<file path="src/lsmu_pkg.sv">
package lsmu_pkg;

  // register file geometry
  localparam int unsigned REG_COUNT = 16;
  localparam int unsigned REG_IDX_W = 4;
  localparam logic [3:0] PC_IDX = 4'hF; // program_counter index
  // one word transfer moves the address by this many bytes
  localparam logic [31:0] WORD_STEP = 32'h0000_0004;
  // preload immediate width, signed
  localparam int unsigned IMM_W = 13;
  // default cache line size in bytes
  localparam logic [31:0] LINE_BYTES = 32'h0000_0020;
  // unchanged-value constants
  localparam logic [15:0] LIST_EMPTY = 16'h0000;
  localparam logic [31:0] ADDR_ZERO = 32'h0000_0000;

  // operation class
  typedef enum logic [1:0] {
    LSMU_OP_LOAD,
    LSMU_OP_STORE,
    LSMU_OP_PRELOAD
  } lsmu_op_e;

  // suffix as written by software; stack aliases fold onto two modes
  typedef enum logic [2:0] {
    LSMU_SFX_NONE,
    LSMU_SFX_INC_AFTER,
    LSMU_SFX_DEC_BEFORE,
    LSMU_SFX_FULL_DESC,
    LSMU_SFX_EMPTY_ASC
  } lsmu_sfx_e;

  typedef enum logic {
    LSMU_MODE_INC_AFTER,
    LSMU_MODE_DEC_BEFORE
  } lsmu_mode_e;

  typedef enum logic {
    LSMU_PLD_IMM,
    LSMU_PLD_REG
  } lsmu_pld_e;

  // sequencer states
  typedef enum logic [2:0] {
    LSMU_ST_IDLE,
    LSMU_ST_READ,
    LSMU_ST_REQ,
    LSMU_ST_RSP,
    LSMU_ST_WB,
    LSMU_ST_PLD,
    LSMU_ST_DONE
  } lsmu_state_e;

  // decoded instruction handed over by the issue stage
  typedef struct packed {
    lsmu_op_e op;
    lsmu_sfx_e sfx;
    logic writeback;
    logic [3:0] base_idx;
    logic [15:0] reg_list;
    logic [31:0] base_value;
    lsmu_pld_e pld_form;
    logic signed [12:0] pld_imm;
    logic [31:0] index_value;
    logic [1:0] shift;
  } lsmu_cmd_s;

  // one word request to the memory system
  typedef struct packed {
    logic write;
    logic [31:0] addr;
    logic [31:0] wdata;
  } lsmu_mem_req_s;

  // register file write port
  typedef struct packed {
    logic en;
    logic [3:0] idx;
    logic [31:0] data;
  } lsmu_rf_wr_s;

endpackage

</file>
<file path="src/lsmu_core.sv">
`timescale 1ns/1ns
// Behaviour
// - load fills each listed register from memory
// - store writes each listed register to memory
// - two modes, increment-after is default
// - ascending addresses step four, write back last
// - ascending mode walks registers low to high
// - descending addresses step four, write back last
// - descending mode walks registers high to low
// - base updated only when write-back requested
// - stack alias suffixes fold onto base forms
// - loading program counter branches, bit0 must be set
// - no condition flags are ever modified
// - cacheable preload fetches line into cache
// - uncacheable or cache off: preload does nothing
// - register preload shifts index by zero-three
// - immediate preload adds signed offset, default zero
module lsmu_core #(
  parameter logic [31:0] LINE_SIZE = lsmu_pkg::LINE_BYTES // cache line bytes, power of two
) (
  input wire logic core_clk, // core clock
  input wire logic rstn, // async reset, active low
  input wire logic cmd_valid, // instruction offered
  output logic cmd_ready, // unit idle, takes instruction
  input wire lsmu_pkg::lsmu_cmd_s cmd, // decoded instruction
  output logic [3:0] rf_rd_idx, // register file read index
  input wire logic [31:0] rf_rd_data, // register file read data, same cycle
  output lsmu_pkg::lsmu_rf_wr_s rf_wr, // register file write, registered
  output logic mem_req_valid, // word request offered
  input wire logic mem_req_ready, // memory takes request
  output lsmu_pkg::lsmu_mem_req_s mem_req, // request payload, registered
  input wire logic mem_rsp_valid, // access finished
  input wire logic [31:0] mem_rsp_data, // load data
  input wire logic dc_enable, // data cache enabled
  input wire logic pld_cacheable, // preload address is cacheable
  output logic pld_req_valid, // line fill request
  input wire logic pld_req_ready, // line fill accepted
  output logic [31:0] pld_line_addr, // line address, registered
  output logic branch_valid, // branch to loaded counter, pulse
  output logic [31:0] branch_target, // halfword aligned target
  output logic branch_bit0_err, // loaded counter had bit0 clear
  output logic done // instruction retires, pulse
);

  // line offset mask; the line size must be a power of two
  localparam logic [31:0] LINE_MASK = ~(LINE_SIZE - lsmu_pkg::WORD_STEP / lsmu_pkg::WORD_STEP);

  // fold the written suffix onto the two hardware modes
  function automatic lsmu_pkg::lsmu_mode_e fold_mode(input lsmu_pkg::lsmu_op_e op,
                                                    input lsmu_pkg::lsmu_sfx_e sfx);
    lsmu_pkg::lsmu_mode_e m;
    m = lsmu_pkg::LSMU_MODE_INC_AFTER; // no suffix means increment-after
    case (sfx)
      lsmu_pkg::LSMU_SFX_DEC_BEFORE: m = lsmu_pkg::LSMU_MODE_DEC_BEFORE;
      lsmu_pkg::LSMU_SFX_EMPTY_ASC: begin
        // empty-ascending pops descend, pushes ascend
        if (op == lsmu_pkg::LSMU_OP_LOAD) begin
          m = lsmu_pkg::LSMU_MODE_DEC_BEFORE;
        end
      end
      lsmu_pkg::LSMU_SFX_FULL_DESC: begin
        // full-descending pushes descend, pops ascend
        if (op == lsmu_pkg::LSMU_OP_STORE) begin
          m = lsmu_pkg::LSMU_MODE_DEC_BEFORE;
        end
      end
      default: m = lsmu_pkg::LSMU_MODE_INC_AFTER;
    endcase
    return m;
  endfunction

  // sequencer and captured instruction
  lsmu_pkg::lsmu_state_e state, next_state;
  logic is_load, next_is_load; // load rather than store
  lsmu_pkg::lsmu_mode_e mode, next_mode; // folded addressing mode
  logic wb, next_wb; // write-back requested
  logic [3:0] base_idx, next_base_idx; // base register number
  logic [15:0] remaining, next_remaining; // registers still to move
  logic [31:0] cur_addr, next_cur_addr; // address of next access
  logic [31:0] last_addr, next_last_addr; // address of last access
  logic [3:0] cur_idx, next_cur_idx; // register of the access in flight
  // outputs held in flops
  lsmu_pkg::lsmu_mem_req_s next_mem_req;
  lsmu_pkg::lsmu_rf_wr_s next_rf_wr;
  logic [31:0] next_pld_line_addr;
  logic branch_pend, next_branch_pend; // counter was in a load list
  logic [31:0] next_branch_target;
  logic next_branch_bit0_err;
  // next register chosen from the list
  logic [3:0] pick_idx;
  logic pick_found;
  logic [15:0] rem_after; // list with current register removed
  logic [31:0] pld_addr; // computed preload address

  // descending mode takes the highest register first
  lsmu_pick #(
    .WIDTH(lsmu_pkg::REG_COUNT),
    .IDX_W(lsmu_pkg::REG_IDX_W)
  ) u_pick (
    .mask(remaining),
    .highest(mode == lsmu_pkg::LSMU_MODE_DEC_BEFORE),
    .idx(pick_idx),
    .found(pick_found)
  );

  // preload address: register form shifts the index, immediate form
  // sign-extends the offset; an omitted field arrives as zero
  always_comb begin
    if (cmd.pld_form == lsmu_pkg::LSMU_PLD_REG) begin
      pld_addr = cmd.base_value + (cmd.index_value << cmd.shift);
    end else begin
      pld_addr = cmd.base_value + 32'(cmd.pld_imm);
    end
  end

  // handshake outputs decode straight from the state; the line fill request also needs dc_enable and pld_cacheable
  always_comb begin
    cmd_ready = (state == lsmu_pkg::LSMU_ST_IDLE);
    mem_req_valid = (state == lsmu_pkg::LSMU_ST_REQ);
    pld_req_valid = (state == lsmu_pkg::LSMU_ST_PLD) && dc_enable && pld_cacheable;
    done = (state == lsmu_pkg::LSMU_ST_DONE);
    branch_valid = done && branch_pend;
    rf_rd_idx = pick_idx;
    rem_after = remaining & ~(16'h0001 << cur_idx);
  end

  // next-state and datapath; condition flags have no port at all
  always_comb begin
    next_state = state;
    next_is_load = is_load;
    next_mode = mode;
    next_wb = wb;
    next_base_idx = base_idx;
    next_remaining = remaining;
    next_cur_addr = cur_addr;
    next_last_addr = last_addr;
    next_cur_idx = cur_idx;
    next_mem_req = mem_req;
    next_rf_wr = '0; // write port is a one-cycle pulse
    next_pld_line_addr = pld_line_addr;
    next_branch_pend = branch_pend;
    next_branch_target = branch_target;
    next_branch_bit0_err = branch_bit0_err;
    case (state)
      lsmu_pkg::LSMU_ST_IDLE: begin
        if (cmd_valid) begin
          next_branch_pend = 1'b0;
          next_branch_bit0_err = 1'b0;
          if (cmd.op == lsmu_pkg::LSMU_OP_PRELOAD) begin
            next_pld_line_addr = pld_addr & LINE_MASK;
            next_state = lsmu_pkg::LSMU_ST_PLD;
          end else begin
            next_is_load = (cmd.op == lsmu_pkg::LSMU_OP_LOAD);
            next_mode = fold_mode(cmd.op, cmd.sfx);
            next_wb = cmd.writeback;
            next_base_idx = cmd.base_idx;
            next_remaining = cmd.reg_list;
            next_cur_addr = cmd.base_value; // first access at the base
            next_last_addr = cmd.base_value;
            next_state = lsmu_pkg::LSMU_ST_READ;
          end
        end
      end
      lsmu_pkg::LSMU_ST_READ: begin
        // an empty list moves nothing and goes straight to write-back
        if (pick_found) begin
          next_cur_idx = pick_idx;
          next_mem_req.write = !is_load;
          next_mem_req.addr = cur_addr;
          next_mem_req.wdata = is_load ? lsmu_pkg::ADDR_ZERO : rf_rd_data;
          next_state = lsmu_pkg::LSMU_ST_REQ;
        end else begin
          next_state = lsmu_pkg::LSMU_ST_WB;
        end
      end
      lsmu_pkg::LSMU_ST_REQ: begin
        if (mem_req_ready) begin
          next_state = lsmu_pkg::LSMU_ST_RSP;
        end
      end
      lsmu_pkg::LSMU_ST_RSP: begin
        // one access at a time keeps the word order strict
        if (mem_rsp_valid) begin
          if (is_load) begin
            next_rf_wr.en = 1'b1;
            next_rf_wr.idx = cur_idx;
            next_rf_wr.data = mem_rsp_data;
            if (cur_idx == lsmu_pkg::PC_IDX) begin
              // target is halfword aligned; bit0 is the state bit
              next_branch_pend = 1'b1;
              next_branch_target = {mem_rsp_data[31:1], 1'b0};
              next_branch_bit0_err = !mem_rsp_data[0];
            end
          end
          next_last_addr = cur_addr;
          next_remaining = rem_after;
          if (mode == lsmu_pkg::LSMU_MODE_INC_AFTER) begin
            next_cur_addr = cur_addr + lsmu_pkg::WORD_STEP;
          end else begin
            next_cur_addr = cur_addr - lsmu_pkg::WORD_STEP;
          end
          next_state = (rem_after == lsmu_pkg::LIST_EMPTY) ? lsmu_pkg::LSMU_ST_WB
                                                           : lsmu_pkg::LSMU_ST_READ;
        end
      end
      lsmu_pkg::LSMU_ST_WB: begin
        // final transfer address goes back only with write-back
        if (wb) begin
          next_rf_wr.en = 1'b1;
          next_rf_wr.idx = base_idx;
          next_rf_wr.data = last_addr;
        end
        next_state = lsmu_pkg::LSMU_ST_DONE;
      end
      lsmu_pkg::LSMU_ST_PLD: begin
        // uncached or cache off: retire with no request at all
        if (!(dc_enable && pld_cacheable)) begin
          next_state = lsmu_pkg::LSMU_ST_DONE;
        end else if (pld_req_ready) begin
          next_state = lsmu_pkg::LSMU_ST_DONE;
        end
      end
      lsmu_pkg::LSMU_ST_DONE: begin
        next_state = lsmu_pkg::LSMU_ST_IDLE;
      end
      default: next_state = lsmu_pkg::LSMU_ST_IDLE;
    endcase
  end

  // register all state and registered outputs
  always_ff @(posedge core_clk or negedge rstn) begin
    if (!rstn) begin
      state <= lsmu_pkg::LSMU_ST_IDLE;
      is_load <= 1'b0;
      mode <= lsmu_pkg::LSMU_MODE_INC_AFTER;
      wb <= 1'b0;
      base_idx <= '0;
      remaining <= lsmu_pkg::LIST_EMPTY;
      cur_addr <= lsmu_pkg::ADDR_ZERO;
      last_addr <= lsmu_pkg::ADDR_ZERO;
      cur_idx <= '0;
      mem_req <= '0;
      rf_wr <= '0;
      pld_line_addr <= lsmu_pkg::ADDR_ZERO;
      branch_pend <= 1'b0;
      branch_target <= lsmu_pkg::ADDR_ZERO;
      branch_bit0_err <= 1'b0;
    end else begin
      state <= next_state;
      is_load <= next_is_load;
      mode <= next_mode;
      wb <= next_wb;
      base_idx <= next_base_idx;
      remaining <= next_remaining;
      cur_addr <= next_cur_addr;
      last_addr <= next_last_addr;
      cur_idx <= next_cur_idx;
      mem_req <= next_mem_req;
      rf_wr <= next_rf_wr;
      pld_line_addr <= next_pld_line_addr;
      branch_pend <= next_branch_pend;
      branch_target <= next_branch_target;
      branch_bit0_err <= next_branch_bit0_err;
    end
  end
endmodule

</file>
<file path="src/lsmu_pick.sv">
`timescale 1ns/1ns
// finds the lowest or highest set bit of a register list
module lsmu_pick #(
  parameter int unsigned WIDTH = 16,
  parameter int unsigned IDX_W = 4
) (
  input wire logic [WIDTH-1:0] mask, // remaining registers
  input wire logic highest, // 1: pick highest, 0: pick lowest
  output logic [IDX_W-1:0] idx, // chosen register number
  output logic found // at least one bit set
);

  // scan in ascending order; last hit wins for highest, first for lowest
  always_comb begin
    idx = '0;
    found = 1'b0;
    for (int i = 0; i < WIDTH; i++) begin
      if (mask[i] && (highest || !found)) begin
        idx = IDX_W'(i);
        found = 1'b1;
      end
    end
  end

endmodule

</file>
<file path="config.mk">
export PLATFORM = sky130hd
export DESIGN_NAME = lsmu_core
export DESIGN_NICKNAME = d
export VERILOG_FILES = /design/src/lsmu_pkg.sv /design/src/lsmu_core.sv /design/src/lsmu_pick.sv
export SDC_FILE = /design/constraint.sdc
export NUM_CORES = 1
export LEC_CHECK = 0
export ABC_AREA = 0
export BUFFER_PORTS_ARGS = -buffer_cell sky130_fd_sc_hd__buf_4
export CAP_MARGIN = 20
export CORE_MARGIN = 8
export CORE_UTILIZATION = 50
export CTS_CLUSTER_SIZE = 10
export DETAILED_ROUTE_END_ITERATION = 6
export HOLD_SLACK_MARGIN = 0.12
export PLACE_DENSITY = 0.78
export SLEW_MARGIN = 20
export SYNTH_ARGS = -nofsm -noshare
export SYNTH_HDL_FRONTEND = slang
export SYNTH_SLANG_ARGS = --single-unit
</file>
<file path="constraint.sdc">
create_clock -name core_clk -period 6.4 [get_ports core_clk]
set_clock_uncertainty 0.1 [all_clocks]
set_input_delay 0.64 -clock core_clk [delete_from_list [all_inputs] [get_ports core_clk]]
set_output_delay 0.64 -clock core_clk [all_outputs]
set_load 0.02 [all_outputs]
</file>
Yosys cells after proc, flatten, opt, wreduce, memory -nomap -nowiden
Cells that the tools add are included.

Flip-flop bits (word level): 256. Input port bits: 178. Output and inout port bits: 176. Word-level logic and storage cells: 178.

Add/subtract/negate cells: 4. Equal/unequal tests: 19. Shifts and indexed selects: 2. Multiplexer cells: 69. Bitwise operators: 3. Reductions and logical operators: 62.

Operators by type and width (number): 32-bit two-way mux (7); 32-bit case mux with 2 select lines (2); 37-bit two-way mux (3); 37-bit case mux with 2 select lines (1); 32-bit adder (2); 16-bit two-way mux (3); 3-bit two-way mux (12); 32-bit by 3-bit adder with 32-bit output (second input constant) (1); 4-bit two-way mux (8); 16-bit case mux with 2 select lines (1); 32-bit by 2-bit << shifter with 32-bit output (1); 32-bit by 3-bit subtractor with 32-bit output (second input constant) (1); 1-bit two-way mux (26); 1-bit logical AND (19); 3-bit case mux with 6 select lines (1); 1-bit zero test (17); 16-bit bitwise AND (1); 16-bit zero test (1); 16-bit inverter (1); 1-bit by 4-bit << shifter with 16-bit output (first input constant) (1); 1-bit logical OR (15); 3-bit by 2-bit == test with 1-bit output (second input constant) (4); 3-bit == test (second input constant) (4); 4-bit AND reduction (3); other kinds (17) (24).

Logic depth before layout (Yosys ltp)
Depth after elaboration: 63. Gate-level depth with buffers: 17. Depth with buffers taken out: 15.

Cells and area by module
Synthesis repeated with hierarchy kept, for this count alone.

Cell total of the unflattened synthesis: 1526. Area total of the unflattened synthesis: 14801.7 um^2.

Modules (own cells, without submodules): lsmu_core (instances 1, cells an instance 1456, area an instance 14340.0 um^2, seq. area each 6406.1 um^2); lsmu_pick (instances 1, cells an instance 70, area an instance 461.7 um^2, seq. area each 0.0 um^2).

Worst setup path before layout
No wires, ideal clock.

Path kind: input to register. From: in cmd[0] (netlist bit). To: reg pld_line_addr[23]. Library setup time: 0.135 ns. Arrival time: 3.957 ns. Data required time: 6.165 ns. Path slack: 2.208 ns. Cell stages on the path: 15. Path buffers: 2. Path through: buf_4 buf_1 mux4_2 mux2_2 ha_1 a21o_1 a31oi_1 o2bb2ai_1 nor3_1 nand2_1 a21bo_2 a21o_1 a21oi_1 xor2_1 o21ai_0.

Word-level cells in the longest chain between the ends: 3.

RTL lines: start: declaration (RTL line lsmu_core.sv:25) `input wire lsmu_pkg::lsmu_cmd_s cmd,`; 32-bit by 2-bit << shifter with 32-bit output (RTL line lsmu_core.sv:110) `pld_addr = cmd.base_value + (cmd.index_value << cmd.shift);`; 32-bit adder (RTL line lsmu_core.sv:110); 32-bit two-way mux (RTL line lsmu_core.sv:109) `if (cmd.pld_form == lsmu_pkg::LSMU_PLD_REG) begin`; end signal: assignment (RTL line lsmu_core.sv:244) `pld_line_addr <= lsmu_pkg::ADDR_ZERO;`; end signal: assignment (RTL line lsmu_core.sv:260) `pld_line_addr <= next_pld_line_addr;`; end: declaration (RTL line lsmu_core.sv:38) `output logic [31:0] pld_line_addr,`.

No other way between the ends. A chain may end at the register's enable or synchronous reset.

Worst setup path after layout
From: reg mode. To: out rf_rd_idx[0].

Word-level cells in the longest chain between the ends: 59. Elaborated cells on any way between the ends: 73. Classes of those cells: 29 x mux; 44 x reduce/logical.

RTL lines: start: declaration (RTL line lsmu_core.sv:75) `lsmu_pkg::lsmu_mode_e mode, next_mode;`; start signal: assignment (RTL line lsmu_core.sv:235) `mode <= lsmu_pkg::LSMU_MODE_INC_AFTER;`; start signal: assignment (RTL line lsmu_core.sv:251) `mode <= next_mode;`; 1-bit logical OR (RTL line lsmu_pick.sv:18) `if (mask[i] && (highest || !found)) begin`; 1-bit logical AND (RTL line lsmu_pick.sv:18); 1-bit two-way mux (RTL line lsmu_pick.sv:18); 1-bit zero test (RTL line lsmu_pick.sv:18); 1-bit logical OR (RTL line lsmu_pick.sv:18); 1-bit logical AND (RTL line lsmu_pick.sv:18); 1-bit two-way mux (RTL line lsmu_pick.sv:18); 1-bit zero test (RTL line lsmu_pick.sv:18); (+43 left out); 1-bit zero test (RTL line lsmu_pick.sv:18); 1-bit logical OR (RTL line lsmu_pick.sv:18); 1-bit logical AND (RTL line lsmu_pick.sv:18); 1-bit two-way mux (RTL line lsmu_pick.sv:18); 1-bit zero test (RTL line lsmu_pick.sv:18); 1-bit logical OR (RTL line lsmu_pick.sv:18); 1-bit logical AND (RTL line lsmu_pick.sv:18); 4-bit two-way mux * (RTL line lsmu_pick.sv:18); end: declaration (RTL line lsmu_core.sv:26) `output logic [3:0] rf_rd_idx,`.

Mark *: on every way between the ends. The rest lies on a longest branch, timed or not.

==> run metrics <==
kind of critical path=register to primary output; First DRT Iteration DRCs=864; GRT Residual Overflow=0; most frequent cell after synthesis=dfrtp_1; fraction of layout cells with a size suffix above 1=30.2%; r2r startpoint=mode$_DFFE_PN0P_; library cells used by synthesis=81; hold path startpoint=pld_req_ready; IO Count=354; Post-Place Setup Slack=2080 ps; Mapped Area=14500 µm²; Hold Path Stages=2; top cells by count, synth=256 x dfrtp_1, 239 x nand2_1, 127 x o21ai_0; ys flop type=dfrtp_1; # clock sinks=256; async set-reset flop share out of synthesis=100%; Die H=186 µm; Area Overhead vs Synth=25.4%; status=finished clean; FMAX=247 MHz; gr usage total=24.4%; Final nets=2020; drc violations=0; max-slew violations=0; global-route wire length before repair=67.3 mm; RePlAce Congestion=0.933; Post-DRT Antenna Nets=0; total clock buffers created by CTS=30; htree depth=1; largest net degree at the start of global routing=119; Worst-path clk slew=60 ps; RSZ-0062 raised after global routing=false; Pleak=8.73 nW; hold_buf cts=1; critical-path maximum fanout=43; Power per Cell Area=487 nW/µm²; Port Buf Inserts=347; Max Root-Sink Buffers=3; worst reg2reg path depth=13; CTS root buf=clkbuf_16; hold_ws=186 ps; worst slew pin tran=916 ps; flops & latches, synth=256; largest area contributor in the netlist=dfrtp_1; TritonCTS clock tree=built; syn_area_per_cell=9.82 µm²; Seq/Total Area, Yosys=44.2%; setup_tns=0 ps; worst skew pair latency=540 ps; core footprint=28600 µm²; Final Setup Violations=0; Syn Inst Count=1474; final hold violation count=0; Synth top area share=44.2%; vias per cell=5.71; wire per inst=20.0 µm; Area after DPL=17300 µm²; final setup margin=2360 ps; Die ar.=34700 µm²; CP startpoint kind=register; Layout Cells excl Fill=2173; minimum clock period=4040 ps; DP HPWL=33.3 mm; Initial Util=50.6%; placed insts=2133; Pre-antenna DRT Iters=5; n_diodes=0; Final Cycle Share=63.1%; Worst setup EP type=primary output; Worst Path Required=5660 ps; synth top area cells=dfrtp_1 44%, mux2_2 6.5%, nand2_1 6.2%, ha_1 5.0%, o21ai_0 4.4%; number of flops mapped to enable cells by yosys=0; initial antenna violation count=0; WL final=43.5 mm; Gates resized, CTS repair=0; worst vdd ir=306 µV; Slew headroom=38.9%; Hold Path End=state[2]$_DFFE_PN0P_; Critical Path AT=3300 ps; post-CTS setup buffer count=0; Max-Cap Viols=0; fin area=18200 µm²; YS warnings=0; DIE WIDTH=186 µm; worst hold-check path type=input port to register; via count of the routed design=12400; vias in the first global route=12300; reg2reg setup slack=2490 ps; FP Rows=62; r2r endpoint=cur_addr[30]$_DFFE_PN0P_
-- critical path, cell delays in order (launching register included) --
cell and delay, ps:
dfrtp_1 320, buf_4 450, clkinv_1 430, and3_1 260, o21ai_0 180, o21ai_2 120
o21ai_1 130, nor3b_1 190, a211oi_1 80, a311oi_1 280, a221o_2 170, buf_4 150
-- final cells by class --
cell class,count,area [µm²]
timing repair buffer,360,2730
clock inverter,1,5.00
fill,2276,10500
tap,384,480
sequential,256,6410
multi-input combinational,1114,7600
inverter,21,78.8
clock buffer,37,848
-- cell families (layout without fill, tap and decap cells) --
logic type	Yosys count	in the layout	synth area share, %
buffers and inverters	109	419	3.72
muxes	115	115	11.0
other	1	6	0.0259
and+or+nand+nor	472	472	15.0
adders and majority gates	59	59	5.15
AOI/OAI and AO/OA	412	412	17.9
xor gates and xnor gates	50	50	3.02
DFF	256	256	44.2
-- state kept, by name, summed over array words and instances (netlist names) --
| signal | flops |
|---|---|
| mem_req | 65 |
| rf_wr | 37 |
| cur_addr | 32 |
| last_addr | 32 |
| branch_target | 31 |
| pld_line_addr | 27 |
| remaining | 16 |
| base_idx | 4 |
| cur_idx | 4 |
| state | 3 |
| branch_bit0_err | 1 |
| branch_pend | 1 |
| is_load | 1 |
| mode | 1 |
| wb | 1 |
-- how the worst max path moves through the flow --
stage	startpoint	end	slack, ps	depth (start not counted)
CTS	mode$_DFFE_PN0P_	rf_rd_idx[0]	2330	11
global placement	cmd[0]	pld_line_addr[29]$_DFFE_PN0P_	2160	14
detailed placement	cmd[0]	pld_line_addr[29]$_DFFE_PN0P_	2080	14
global route	mode$_DFFE_PN0P_	rf_rd_idx[0]	2000	11
finish	mode$_DFFE_PN0P_	rf_rd_idx[0]	2360	11
floorplan	cmd[0]	pld_line_addr[23]$_DFFE_PN0P_	2210	15
-- metal layers --
layer,vias up,share of wire (%),global-route usage [%]
met3,69,9.3,5.13
li1,5885,-,-
met2,506,46,39.7
met1,5937,43,32.9
met4,0,2.4,6.03
met5,-,0,0
-- per-stage QoR --
stage | util (%) | power (W)
4_1_cts | 63.3 | 0.00889
5_1_grt | 63.4 | 0.00949
3_3_place_gp | 60.3 | 0.00722
2_1_floorplan | - | 0.00580
3_5_place_dp | 60.3 | 0.00734
6_report | 63.4 | 0.00885
-- power breakdown --
group          internal (W)  leakage (nW)  switching, W
Sequential          0.00228          3.24      0.000588
Clock              0.000907         0.423      0.000605
Combinational       0.00190          5.07       0.00258
Total               0.00508          8.73       0.00377
-- placed cells by master (no fill, tap or decap), drive strengths merged, types with 45 or more instances in the layout --
master and n:
a31oi 47, nand2b 45, a21oi 104, nor2 84, ha 58, o21ai 140, dfrtp 256, buf 359
nand2 239, mux2 84
Note: power is estimated with default switching activity, not from simulation.
